File: config.mk
export PLATFORM = sky130hd
export DESIGN_NAME = abd_detector
export DESIGN_NICKNAME = d
export VERILOG_FILES = /design/src/abd_pkg.sv /design/src/abd_log10.sv /design/src/abd_detector.sv
export VERILOG_INCLUDE_DIRS = /design/src
export SDC_FILE = /design/constraint.sdc
export NUM_CORES = 2
export LEC_CHECK = 0
export ABC_AREA = 1
export ABC_CLOCK_PERIOD_IN_PS = 17600
export BUFFER_PORTS_ARGS = -buffer_cell sky130_fd_sc_hd__buf_2
export CORE_ASPECT_RATIO = 1.5
export CORE_MARGIN = 2
export CORE_UTILIZATION = 40
export DETAILED_ROUTE_END_ITERATION = 7
export PLACE_DENSITY = 0.64
export SKIP_CTS_REPAIR_TIMING = 1
export SYNTH_ARGS = -nofsm -noshare
export SYNTH_HDL_FRONTEND = slang
export SYNTH_SLANG_ARGS = --single-unit
export TNS_END_PERCENT = 1
File: constraint.sdc
create_clock -name sys_clk_i -period 17.6 [get_ports sys_clk_i]
set_clock_uncertainty 0.2 [all_clocks]
set_input_delay 0.88 -clock sys_clk_i [delete_from_list [all_inputs] [get_ports sys_clk_i]]
set_output_delay 0.88 -clock sys_clk_i [all_outputs]
set_load 0.1 [all_outputs]
File: src/abd_consts.svh
// constants of the audio bandwidth detector
`ifndef ABD_CONSTS_SVH
`define ABD_CONSTS_SVH
// ---------------------------------------------------------------
// band table: start and stop bins, band 0 in the low six bits
// ---------------------------------------------------------------
`define ABD_BAND_START {6'h2E, 6'h2A, 6'h23, 6'h1F, 6'h1B, 6'h17, 6'h0E, 6'h0B, 6'h03}
`define ABD_BAND_STOP {6'h31, 6'h2D, 6'h26, 6'h22, 6'h1E, 6'h1A, 6'h11, 6'h0E, 6'h06}
`define ABD_BAND_W 6
`define ABD_NBANDS 9
// ---------------------------------------------------------------
// input rate codes
// ---------------------------------------------------------------
`define ABD_RATE_8K 2'h0
`define ABD_RATE_16K 2'h1
`define ABD_RATE_32K 2'h2
`define ABD_RATE_48K 2'h3
// ---------------------------------------------------------------
// log10 values, 8 fractional bits; ABD_LOG_MUL is log10(2) with 12 fractional bits
// ---------------------------------------------------------------
// log10(8 * scale^2), scale 88.293854 / 88.300926 / 88.304118 / 88.028412
`define ABD_LOGSCL_8K 16'h04CC
`define ABD_LOGSCL_16K 16'h04CC
`define ABD_LOGSCL_32K 16'h04CC
`define ABD_LOGSCL_48K 16'h04CB
`define ABD_OFFSET 18'h0019A
`define ABD_LOG_FLOOR 16'hE000
`define ABD_LOG_MUL 16'h04D1
`define ABD_NOISE_THR 16'h1E00
// ---------------------------------------------------------------
// counters and bitrates (units of 0.1 kbps)
// ---------------------------------------------------------------
`define ABD_CNT_MAX 7'h64
`define ABD_CNT_MIN 7'h00
`define ABD_BR_NB_MAX 16'h00F4
`define ABD_BR_SWB_MIN 16'h0060
`define ABD_BR_FB_MIN 16'h00A4
`endif

File: src/abd_pkg.sv
// types of the audio bandwidth detector
package abd_pkg;
  typedef enum logic [5:0] {
    ABD_IDLE = 6'h01,
    ABD_LOG = 6'h02,
    ABD_MEAN = 6'h04,
    ABD_TRACK = 6'h08,
    ABD_COUNT = 6'h10,
    ABD_SELECT = 6'h20
  } abd_state_t;
  typedef enum logic [1:0] {
    ABD_NARROWBAND = 2'h0,
    ABD_WIDEBAND = 2'h1,
    ABD_SUPER_WIDEBAND = 2'h2,
    ABD_FULLBAND = 2'h3
  } abd_bw_t;
  typedef struct packed {
    abd_state_t state;
    logic [3:0] idx;
    logic [8:0][33:0] acc;
    logic [8:0][15:0] lg;
    logic [3:0][17:0] mean;
    logic [3:0][17:0] maxe;
    logic [2:0][17:0] lt;
    logic [2:0][6:0] cnt;
    abd_bw_t bw;
    logic bw_valid;
    logic busy;
  } abd_st_t;
endpackage : abd_pkg

File: src/abd_log10.sv
// registered base-ten logarithm, 8 fractional bits
`timescale 1ns/10ps
`default_nettype none
`include "abd_consts.svh"
module abd_log10 #(
  parameter int W = 34
) (
  // clock and reset
  input wire logic sys_clk_i,
  input wire logic rst_n_i,
  // operand and result
  input wire logic [W-1:0] value_i,
  output logic [15:0] log_o
);
  logic [15:0] q;
  logic [9:0] l2;
  logic [W-1:0] sh;
  logic [25:0] prod;
  logic [5:0] msb;
  always_comb begin
    msb = 6'h00;
    for (int i = 0; i < W; i++) begin
      if (value_i[i]) begin
        msb = 6'(i);
      end
    end
    // four bits below the leading one give a linear mantissa
    sh = value_i << (W - 1 - int'(msb));
    l2 = {msb, sh[W-2 -: 4]};
    prod = 26'(l2) * 26'(`ABD_LOG_MUL);
    q = (value_i == '0) ? `ABD_LOG_FLOOR : prod[23:8];
  end
  always_ff @(posedge sys_clk_i or negedge rst_n_i) begin
    if (!rst_n_i) begin
      log_o <= 16'h0000;
    end else begin
      log_o <= q;
    end
  end
endmodule : abd_log10
`default_nettype wire

File: src/abd_detector.sv
// audio bandwidth detector: band energies to a per-frame bandwidth decision
// Summary of operation
// - Detect only above 8 kHz input; the mode follows the detected bandwidth.
// - Result is narrowband, wideband, super-wideband or fullband.
// - Normal mode sums four 400 Hz filterbank bins into one 1600 Hz band.
// - Nine bands with bin pairs 3-6 up to 46-49, limited by input rate.
// - Band sums become log10 after division by eight times scale squared.
// - Scale is 88.293854, 88.300926, 88.304118 or 88.028412 by rate.
// - Per-bandwidth means from bands 0, 1-2, 3-6, 7-8, plus 1.6.
// - Narrowband maximum is mean plus offset; others are group maxima plus 1.6.
// - Legacy mode works on windowed DCT bands grouped the same nine ways.
// - Legacy mode takes unscaled log10 and drops the 1.6 offset.
// - One decision path serves both modes; only thresholds differ.
// - Long-term means: 0.75 times old plus 0.25 times current.
// - Long-term update only with activity and noise above 30 dB.
// - Counter tests run in fixed order, each using earlier results.
// - Selection tests run in order; counters then forced to 0 or 100.
// - At 9.6 kbps a fullband result becomes super-wideband.
// - Bandwidth is capped to the bitrate ranges supported for it.
`timescale 1ns/10ps
`default_nettype none
`include "abd_consts.svh"
module abd_detector #(
  parameter logic signed [17:0] THR_WB = 18'h00300,
  parameter logic signed [17:0] THR_SWB = 18'h00200,
  parameter logic signed [17:0] THR_FB = 18'h00180,
  parameter logic signed [17:0] THR_LT_GAP = 18'h00100,
  parameter logic signed [17:0] THR_DCT_ADJ = 18'h00500,
  parameter logic [6:0] CNT_STEP = 7'h05,
  parameter logic [6:0] SEL_ON = 7'h5A,
  parameter logic [6:0] SEL_OFF = 7'h0A
) (
  // clock and reset
  input wire logic sys_clk_i,
  input wire logic rst_n_i,
  // energy stream from the analysis stage
  input wire logic bin_valid_i,
  input wire logic [5:0] bin_index_i,
  input wire logic [31:0] bin_energy_i,
  input wire logic frame_done_i,
  // frame configuration and side information
  input wire logic [1:0] rate_i,
  input wire logic legacy_mode_i,
  input wire logic [15:0] bitrate_i,
  input wire logic activity_decision_i,
  input wire logic [15:0] noise_lt_i,
  // decision
  output logic [1:0] detected_bandwidth_o,
  output logic bw_valid_o,
  output logic busy_o
);
  // ---------------------------------------------------------------
  // state and log unit
  // ---------------------------------------------------------------
  localparam logic [53:0] BAND_START = `ABD_BAND_START;
  localparam logic [53:0] BAND_STOP = `ABD_BAND_STOP;
  abd_pkg::abd_st_t st;
  abd_pkg::abd_st_t next_st;
  logic [33:0] log_in;
  logic [15:0] log_out;
  abd_log10 #(
    .W(34)
  ) u_log (
    .sys_clk_i(sys_clk_i),
    .rst_n_i(rst_n_i),
    .value_i(log_in),
    .log_o(log_out)
  );
  assign log_in = st.acc[st.idx[3:0] < 4'h9 ? st.idx : 4'h0];
  // ---------------------------------------------------------------
  // combinational helpers
  // ---------------------------------------------------------------
  logic [8:0] band_on;
  logic [15:0] scl;
  logic signed [17:0] off;
  logic signed [17:0] adj;
  always_comb begin
    case (rate_i)
      `ABD_RATE_8K: begin
        band_on = 9'h001;
        scl = `ABD_LOGSCL_8K;
      end
      `ABD_RATE_16K: begin
        band_on = 9'h007;
        scl = `ABD_LOGSCL_16K;
      end
      `ABD_RATE_32K: begin
        band_on = 9'h07F;
        scl = `ABD_LOGSCL_32K;
      end
      default: begin
        band_on = 9'h1FF;
        scl = `ABD_LOGSCL_48K;
      end
    endcase
    off = legacy_mode_i ? 18'sh00000 : $signed(`ABD_OFFSET);
    adj = legacy_mode_i ? THR_DCT_ADJ : 18'sh00000;
  end
  function automatic logic signed [17:0] sx(input logic [15:0] v);
    sx = {{2{v[15]}}, v};
  endfunction : sx
  function automatic logic signed [17:0] mx(input logic signed [17:0] a, input logic signed [17:0] b);
    mx = (a > b) ? a : b;
  endfunction : mx
  function automatic logic [6:0] step(input logic [6:0] c, input logic up);
    if (up) begin
      step = (c > `ABD_CNT_MAX - CNT_STEP) ? `ABD_CNT_MAX : c + CNT_STEP;
    end else begin
      step = (c < CNT_STEP) ? `ABD_CNT_MIN : c - CNT_STEP;
    end
  endfunction : step
  // ---------------------------------------------------------------
  // next state
  // ---------------------------------------------------------------
  logic signed [19:0] s4;
  logic signed [19:0] lt3;
  logic wb_ok;
  logic swb_ok;
  logic fb_ok;
  abd_pkg::abd_bw_t b;
  always_comb begin
    next_st = st;
    next_st.bw_valid = 1'b0;
    s4 = 20'sh00000;
    lt3 = 20'sh00000;
    wb_ok = 1'b0;
    swb_ok = 1'b0;
    fb_ok = 1'b0;
    b = st.bw;
    case (st.state)
      abd_pkg::ABD_IDLE: begin
        if (bin_valid_i) begin
          for (int i = 0; i < `ABD_NBANDS; i++) begin
            if (bin_index_i >= BAND_START[i*`ABD_BAND_W +: 6] && bin_index_i <= BAND_STOP[i*`ABD_BAND_W +: 6]) begin
              next_st.acc[i] = st.acc[i] + 34'(bin_energy_i);
            end
          end
        end
        if (frame_done_i) begin
          next_st.state = abd_pkg::ABD_LOG;
          next_st.idx = 4'h0;
          next_st.busy = 1'b1;
        end
      end
      abd_pkg::ABD_LOG: begin
        // result of the previous index leaves the log unit now
        if (st.idx != 4'h0) begin
          if (!band_on[st.idx - 4'h1]) begin
            next_st.lg[st.idx - 4'h1] = `ABD_LOG_FLOOR;
          end else if (legacy_mode_i) begin
            next_st.lg[st.idx - 4'h1] = log_out;
          end else begin
            next_st.lg[st.idx - 4'h1] = log_out - scl;
          end
        end
        next_st.idx = st.idx + 4'h1;
        if (st.idx == 4'h9) begin
          next_st.state = abd_pkg::ABD_MEAN;
        end
      end
      abd_pkg::ABD_MEAN: begin
        next_st.mean[0] = sx(st.lg[0]) + off;
        next_st.mean[1] = 18'((sx(st.lg[1]) + sx(st.lg[2])) >>> 1) + off;
        s4 = 20'(sx(st.lg[3])) + 20'(sx(st.lg[4])) + 20'(sx(st.lg[5])) + 20'(sx(st.lg[6]));
        next_st.mean[2] = 18'(s4 >>> 2) + off;
        next_st.mean[3] = 18'((sx(st.lg[7]) + sx(st.lg[8])) >>> 1) + off;
        next_st.maxe[0] = sx(st.lg[0]) + off + off;
        next_st.maxe[1] = mx(sx(st.lg[1]), sx(st.lg[2])) + off;
        next_st.maxe[2] = mx(mx(sx(st.lg[3]), sx(st.lg[4])), mx(sx(st.lg[5]), sx(st.lg[6]))) + off;
        next_st.maxe[3] = mx(sx(st.lg[7]), sx(st.lg[8])) + off;
        next_st.state = abd_pkg::ABD_TRACK;
      end
      abd_pkg::ABD_TRACK: begin
        if (activity_decision_i && noise_lt_i > `ABD_NOISE_THR) begin
          for (int i = 0; i < 3; i++) begin
            lt3 = 20'($signed(st.lt[i])) * 20'sd3 + 20'($signed(st.mean[i]));
            next_st.lt[i] = 18'(lt3 >>> 2);
          end
        end
        next_st.state = abd_pkg::ABD_COUNT;
      end
      abd_pkg::ABD_COUNT: begin
        // each test needs the one before it to have passed
        // log energies go negative for quiet bands, so every compare is signed
        wb_ok = $signed(st.maxe[1]) > THR_WB + adj && $signed(st.lt[1]) > $signed(st.lt[0]) - THR_LT_GAP;
        swb_ok = wb_ok && $signed(st.maxe[2]) > THR_SWB + adj && $signed(st.lt[2]) > $signed(st.lt[1]) - THR_LT_GAP;
        fb_ok = swb_ok && $signed(st.maxe[3]) > THR_FB + adj && $signed(st.mean[3]) > $signed(st.mean[2]) - THR_LT_GAP;
        next_st.cnt[0] = step(st.cnt[0], wb_ok);
        next_st.cnt[1] = step(st.cnt[1], swb_ok);
        next_st.cnt[2] = step(st.cnt[2], fb_ok);
        next_st.state = abd_pkg::ABD_SELECT;
      end
      abd_pkg::ABD_SELECT: begin
        if (st.cnt[0] >= SEL_ON && b == abd_pkg::ABD_NARROWBAND) begin
          b = abd_pkg::ABD_WIDEBAND;
        end
        if (st.cnt[1] >= SEL_ON && b < abd_pkg::ABD_SUPER_WIDEBAND) begin
          b = abd_pkg::ABD_SUPER_WIDEBAND;
          next_st.cnt[0] = `ABD_CNT_MAX;
        end
        if (st.cnt[2] >= SEL_ON && b < abd_pkg::ABD_FULLBAND) begin
          b = abd_pkg::ABD_FULLBAND;
          next_st.cnt[0] = `ABD_CNT_MAX;
          next_st.cnt[1] = `ABD_CNT_MAX;
        end
        if (st.cnt[2] < SEL_OFF && b == abd_pkg::ABD_FULLBAND) begin
          b = abd_pkg::ABD_SUPER_WIDEBAND;
          next_st.cnt[2] = `ABD_CNT_MIN;
        end
        if (st.cnt[1] < SEL_OFF && b >= abd_pkg::ABD_SUPER_WIDEBAND) begin
          b = abd_pkg::ABD_WIDEBAND;
          next_st.cnt[1] = `ABD_CNT_MIN;
          next_st.cnt[2] = `ABD_CNT_MIN;
        end
        if (st.cnt[0] < SEL_OFF && b >= abd_pkg::ABD_WIDEBAND) begin
          b = abd_pkg::ABD_NARROWBAND;
          next_st.cnt = '0;
        end
        // the input rate bounds what can be present at all
        if (rate_i == `ABD_RATE_8K) begin
          b = abd_pkg::ABD_NARROWBAND;
        end else if (rate_i == `ABD_RATE_16K && b > abd_pkg::ABD_WIDEBAND) begin
          b = abd_pkg::ABD_WIDEBAND;
        end else if (rate_i == `ABD_RATE_32K && b == abd_pkg::ABD_FULLBAND) begin
          b = abd_pkg::ABD_SUPER_WIDEBAND;
        end
        if (b == abd_pkg::ABD_FULLBAND && bitrate_i < `ABD_BR_FB_MIN) begin
          b = abd_pkg::ABD_SUPER_WIDEBAND;
        end
        if (b == abd_pkg::ABD_SUPER_WIDEBAND && bitrate_i < `ABD_BR_SWB_MIN) begin
          b = abd_pkg::ABD_WIDEBAND;
        end
        if (b == abd_pkg::ABD_NARROWBAND && bitrate_i > `ABD_BR_NB_MAX && rate_i != `ABD_RATE_8K) begin
          b = abd_pkg::ABD_WIDEBAND;
        end
        next_st.bw = b;
        next_st.bw_valid = 1'b1;
        next_st.busy = 1'b0;
        next_st.acc = '0;
        next_st.state = abd_pkg::ABD_IDLE;
      end
      default: begin
        next_st.state = abd_pkg::ABD_IDLE;
        next_st.busy = 1'b0;
      end
    endcase
  end
  // ---------------------------------------------------------------
  // state register and outputs
  // ---------------------------------------------------------------
  always_ff @(posedge sys_clk_i or negedge rst_n_i) begin
    if (!rst_n_i) begin
      st <= '{state: abd_pkg::ABD_IDLE, bw: abd_pkg::ABD_NARROWBAND, default: '0};
    end else begin
      st <= next_st;
    end
  end
  assign detected_bandwidth_o = st.bw;
  assign bw_valid_o = st.bw_valid;
  assign busy_o = st.busy;
endmodule : abd_detector
`default_nettype wire

After elaboration in Yosys (flattened, before gate mapping)
Index checks and enable logic that the tools add are counted.

operators by class
  mux-type cells = 108
  reduce and logical (&&, ||, !) cells = 56
  shift-type cells = 1
  multipliers = 4
  equal/unequal tests = 28
  $lt $le $gt $ge = 54
  $add $sub $neg = 40
  bitwise logic cells = 4

operators by type and width
  kind                                                                   number
  306-bit case mux with 2 select lines                                   1
  34-bit 2-to-1 mux                                                      10
  34-bit by 32-bit adder with 34-bit output                              9
  306-bit 2-to-1 mux                                                     1
  144-bit bitwise mux                                                    2
  144-bit 2-to-1 mux                                                     2
  6-bit 2-to-1 mux                                                       33
  34-bit binary-select mux with 4-bit select                             1
  117-bit AND                                                            1
  117-bit NOT                                                            1
  18-bit 2-to-1 mux                                                      5
  7-bit 2-to-1 mux                                                       11
  18-bit > comparator                                                    4
  16-bit demux with 4-bit select                                         1
  16-bit > comparator                                                    4
  18-bit by 3-bit multiplier with 20-bit output, second input constant   3
  18-bit by 10-bit adder with 18-bit output                              3
  18-bit by 13-bit > comparator with 1-bit output                        3
  18-bit by 10-bit subtractor with 18-bit output, second input constant  3
  16-bit by 10-bit adder with 17-bit output                              3
  16-bit by 16-bit adder with 17-bit output                              3
  2-bit 2-to-1 mux                                                       21
  21-bit case mux with 2 select lines                                    1
  20-bit by 17-bit adder with 20-bit output                              2
  73 further kinds                                                       167

storage, ports and cells
  bits in registers = 679
  output and inout port bits = 4
  input port bits = 78

Longest topological paths before layout
  depth in word-level cells = 42
  gate-level depth with buffers = 74
  gate-level depth less buffers = 70

Cells and area by module
From an unflattened synthesis, not the netlist that was laid out.

unflattened totals
  cell total of the unflattened synthesis = 8294
  area total of the unflattened synthesis = 60032.6 um^2

modules (own cells, without submodules)
  module        area an instance (um^2)  times used  cells an instance
  abd_detector  56072.5                  1           7639
  abd_log10     3960.0                   1           655

Worst setup path before layout
No wires, ideal clock.

  kind = register -> register
  start point = register st[673] in the netlist's numbering
  end point = register u_log.log_o[11]
  stages on the path, launching flop included = 51
  period minus slack after synthesis = 9161 ps
  buffers on the path = 14
  arrival = 8842 ps
  setup slack = 8439 ps
  library setup time = 119 ps
  cell sequence = dfrtp_1 > buf_2 > inv_1 > clkbuf_1 > ha_1 > nand2_4 > nand2_4 > nand2_4 > buf_8 > buf_8 > buf_8 > buf_6 > buf_6 > buf_6 > buf_6 > buf_6 > a221oi_1 > o32ai_1 > [... 15 more ...] > nor3_1 > a21oi_1 > ha_1 > inv_1 > ha_1 > inv_1 > fa_1 > fa_1 > fa_1 > inv_1 > ha_1 > nand2_1 > nor3_1 > nand4_1 > nand2_1 > nand2_1 > a21oi_1 > nor2_1

between the ends
  longest elaborated chain between the ends = 41

ends and longest elaborated chain
  element                                         RTL line             text
  from (decl)                                     abd_detector.sv:57   abd_pkg::abd_st_t st;
  from (signal assigned)                          abd_detector.sv:255  st <= next_st;
  4-bit < comparator                              abd_detector.sv:69   assign log_in = st.acc[st.idx[3:0] < 4'h9 ? st.idx : 4'h0];
  4-bit 2-to-1 mux *                              abd_detector.sv:69
  34-bit binary-select mux with 4-bit select *    abd_detector.sv:69
  34-bit 2-to-1 mux *                             abd_detector.sv:69
  1-bit 2-to-1 mux                                abd_log10.sv:23      if (value_i[i]) begin
  6-bit 2-to-1 mux (32 in series)                 abd_log10.sv:23
  6-bit by 6-bit subtractor with 7-bit output     abd_log10.sv:28      sh = value_i << (W - 1 - int'(msb));
  34-bit by 32-bit << shifter with 33-bit output  abd_log10.sv:28
  10-bit by 11-bit multiplier with 21-bit output  abd_log10.sv:30      prod = 26'(l2) * 26'(`ABD_LOG_MUL);
  16-bit 2-to-1 mux *                             abd_log10.sv:31      q = (value_i == '0) ? `ABD_LOG_FLOOR : prod[23:8];
  named net u_log.q[11]                           abd_log10.sv:15      logic [15:0] q;
  to (signal assigned)                            abd_log10.sv:37      log_o <= q;
  to (decl)                                       abd_log10.sv:13      output logic [15:0] log_o

The timed path passes the listed nets; every way through them passes the cells marked *. The select of a mux whose other input is x is not followed.
A chain may end at the register's enable or synchronous reset.

Worst setup path in the final report
Ends and elaborated chain as after synthesis.

==> impl.org <==
** Logic synthesis
- EDFF count, synth :: 0
- Most common flop cell mapped by yosys :: sky130_fd_sc_hd__dfrtp_1
- Counting flops with an async set or reset pin after synthesis yields a share of 1.000.
- The synthesized netlist contains 72 unique library cells.
- Ranked by total cell area, the synthesized netlist is headed by sky130_fd_sc_hd__dfrtp_1 (29%), sky130_fd_sc_hd__ha_1 (16%), sky130_fd_sc_hd__nand2_1 (8.9%), sky130_fd_sc_hd__inv_1 (8.4%), sky130_fd_sc_hd__o21ai_0 (6.8%).
- Counting flops and latches in the post-synthesis netlist gives 676.
- Number of standard cells after synthesis :: 7851
- Mapped Area :: 58680 µm²
- The number of nets in the synthesized netlist is ~8800.
- For this run, the number of Yosys warnings is 0.
- A synthesized cell averages about 7.5 µm².
- Library cell occupying the most area in the post-synthesis netlist :: sky130_fd_sc_hd__dfrtp_1
- Area share of the leading cell type in the synthesized netlist :: 0.2878
- Post-synthesis sequential area ratio :: 0.2883

** Flow run
- The tool flagged a number of max-cap violations equal to 0.

** Finish
- Highest-count cells in the layout ignoring fill and taps :: sky130_fd_sc_hd__nand2_1 (1387), sky130_fd_sc_hd__inv_1 (1309), sky130_fd_sc_hd__o21ai_0 (793)
- Relative to the synthesized area, the layout overhead comes to 8.701%.
- For this run, the post-layout net count is 8790.
- Fraction of final layout cells with drive strength greater than 1 :: 0.04384
- Most frequent standard cell in the layout excluding fill and tap cells :: sky130_fd_sc_hd__nand2_1

** GRT
- Congestion Overflow GR :: 0
- The first global-routing pass estimated 300400 µm of wire.
- Initial antenna violation count :: 10
- Entering global routing, the biggest net connects 153 pins.
- Across every metal layer, demand over resource in global routing totals 0.2594.
- The via count of the first global-routing pass came to about 54000.

** Die
- Number of top-level pins :: 82
- The die is 473.1 µm tall.
- The floorplan step defined a die boundary enclosing 149800 µm².
- The initialized floorplan defines 172 standard-cell rows.
- From left edge to right edge, the die measures between 300 and 400 µm.
- Initial standard-cell utilization of the core :: 0.4016
- The total area inside the core boundary comes to between 100000 and 150000 µm².

** Clock tree
- At the later pin of the worst-skew pair, clock insertion delay measures 0.72 ns.
- The clock passes through at most 3 buffers.
- After clock tree synthesis, the clock-pin slew on the worst setup and hold paths is 0.06 ns.
- H-tree depth :: 3
- Buffers inserted during clock tree synthesis total 80.
- The tree is rooted in a sky130_fd_sc_hd__clkbuf_16.
- Counting every sink on the clock net gives 676.
- TritonCTS clock tree :: yes

** Route
- In the final routed layout, each cell accounts on average for 19.68 µm.
- After detailed routing, the number of remaining DRC violations is 0.
- After the first detailed-routing iteration, the DRC count stood at ~3700.
- In this run the remaining antenna-violating nets after routing total 0.
- Post-Route WL :: a little under 200000 µm
- Via density per instance :: 5.449
- The first detailed-routing pass ran for 6 iterations.
- Number of vias after detailed routing :: 53718

** Worst setup path
- CP arrival :: 11.40 ns
- Critical Setup Path Class :: flip-flop to flip-flop
- The number of buffers and inverters on the critical path is 7.
- Data required time at the worst endpoint :: 18.00 ns
- STA classifies the critical path endpoint as a flip-flop.
- R2R cell count :: between 40 and 50
- Reg2Reg Setup Slack :: 6.60 ns
- STA classifies the critical path startpoint as a flip-flop.
- Cell with the biggest individual delay on the critical path :: sky130_fd_sc_hd__dfrtp_2
- On the worst path, the slowest cell contributes a delay of ~0.79 ns.
- Among cell families on the critical path, the largest total delay comes from simple AND/OR/NAND/NOR gates.
- Largest fanout on the critical path :: 115
- Cell type with the highest occurrence count on the critical path :: sky130_fd_sc_hd__nand2_1
- The startpoint identified for the worst register-to-register timing path is st[673]$_DFFE_PN0P_.
- The worst register-to-register path ends at u_log.log_o[11]$_DFF_PN0_.

** Min path
- The worst hold path belongs to the class input port to async pin.

** Placed design
- The congestion estimate from routability-driven global placement came to around 0.98.
- Half-perimeter wire length after placement :: 150800 µm
- Count of port buffers added during placement :: 81

** Timing
- At the pin with the least slew margin, the transition time is around 1.3 ns.
- Min cycle time layout :: 11.00 ns
- Count of pins over their slew limit :: 0
- For the final routed database, the setup TNS stands at 0 ns.
- Setup violations remaining at the end of the flow were counted as 0.
- In this run the tightest slew margin relative to its limit is 0.1112.
- The total count of hold-check failures in the final report was 0.
- Tcrit/Tclk final :: 0.6247
- Unrepaired setup endpoints after global routing :: no
- For this run, the top clock speed supported by timing is 90.95 MHz.

** Run status
- The run finished with clean final reports.
-- sequential cells by signal (all words and copies together), names as in the netlist --
register              count
u_log.log_o              14
bw_valid_o                1
st                      658
busy_o                    1
detected_bandwidth_o      2
-- how the worst max path moves through the flow --
stage / from / endpoint / slack [ns] / cells past startpoint
3_5_place_dp: st[673]$_DFFE_PN0P_ / u_log.log_o[11]$_DFF_PN0_ / 6.73 / 45
4_1_cts: st[673]$_DFFE_PN0P_ / u_log.log_o[11]$_DFF_PN0_ / 6.64 / 45
5_1_grt: st[673]$_DFFE_PN0P_ / u_log.log_o[11]$_DFF_PN0_ / 5.60 / 45
3_3_place_gp: st[673]$_DFFE_PN0P_ / u_log.log_o[11]$_DFF_PN0_ / 6.63 / 45
6_report: st[673]$_DFFE_PN0P_ / u_log.log_o[11]$_DFF_PN0_ / 6.60 / 43
2_1_floorplan: st[673]$_DFFE_PN0P_ / u_log.log_o[11]$_DFF_PN0_ / 8.44 / 50
-- routing by layer --
| metal | GRT usage | wire, µm | vias up |
|---|---|---|---|
| met3 | 0.03268 | 8707 | 666 |
| met2 | 0.4635 | 96120 | 1481 |
| li1 | - | - | 26335 |
| met5 | 0 | 42 | - |
| met4 | 0.2261 | 19790 | 8 |
| met1 | 0.2643 | 69300 | 25228 |
-- worst reg2reg max path, delay by kind of cell (launching register included) --
family	cells	cell delay, ns
buffers and inverters	7	1.92
DFF	1	0.79
AOI/OAI and AO/OA	11	2.05
adders and majority gates	8	2.92
and+or+nand+nor	17	3.01
-- per-stage QoR --
stage	area (µm²)	instances	worst slack, ns	utilization	hold WS, ns
after global routing	63770	9852	5.601	0.4364	0.07826
after global placement	61100	9706	6.625	0.4182	0.2541
after detailed placement	61100	9706	6.733	0.4182	0.2606
after CTS	63770	9852	6.635	0.4364	0.02610
final	63790	9858	6.605	0.4365	0.01467
after floorplan	58680	7851	8.439	-	0.2422
-- cells in the mapped netlist (19+ instances only) --
library cell               count
sky130_fd_sc_hd__a31oi_1      38
sky130_fd_sc_hd__o21ai_1      34
sky130_fd_sc_hd__and2_1       20
sky130_fd_sc_hd__a22oi_1      19
sky130_fd_sc_hd__xor2_1      198
sky130_fd_sc_hd__a211oi_1     36
sky130_fd_sc_hd__buf_2        24
sky130_fd_sc_hd__dfrtp_1     675
sky130_fd_sc_hd__or2_2        19
sky130_fd_sc_hd__inv_1      1311
sky130_fd_sc_hd__nand3_1     279
sky130_fd_sc_hd__xnor2_1      79
sky130_fd_sc_hd__a21oi_1     531
sky130_fd_sc_hd__ha_1        728
sky130_fd_sc_hd__fa_1        110
sky130_fd_sc_hd__clkbuf_1    142
sky130_fd_sc_hd__o21ai_0     793
sky130_fd_sc_hd__nand2_1    1388
sky130_fd_sc_hd__o31ai_1     108
sky130_fd_sc_hd__o221ai_1     62
sky130_fd_sc_hd__nor2_1      625
sky130_fd_sc_hd__nor3_1       97
sky130_fd_sc_hd__nand4_1      49
sky130_fd_sc_hd__nor4_1       26
sky130_fd_sc_hd__o21bai_1     46
sky130_fd_sc_hd__o22ai_1      99
sky130_fd_sc_hd__o32ai_1      49
sky130_fd_sc_hd__o211ai_1     47
-- cell type report --
cell class / instances / area (µm²)
timing repair buffer: 147 / 935.9
inverter: 1331 / 4999
sequential: 676 / 16920
tap: 1914 / 2395
antenna: 6 / 15.01
fill: 14760 / 82340
clock inverter: 28 / 322.8
multi-input combinational: 5638 / 35860
clock buffer: 118 / 2346
-- kinds of logic (layout without fill, tap and decap cells) --
logic type      Yosys count  count (layout)  share of synthesized area
other cells               0               6                          0
buf+inv                1537            1624                     0.1019
xor+xnor                278             278                    0.04162
mux                       1               1                  0.0001706
compound gates         1982            1982                     0.1974
fa+ha+maj               838             838                     0.1927
flops                   676             676                     0.2883
simple gates           2539            2539                     0.1778
Power is not shown: default switching activity piles up to over one toggle a cycle in this logic, so the estimate is an artifact.
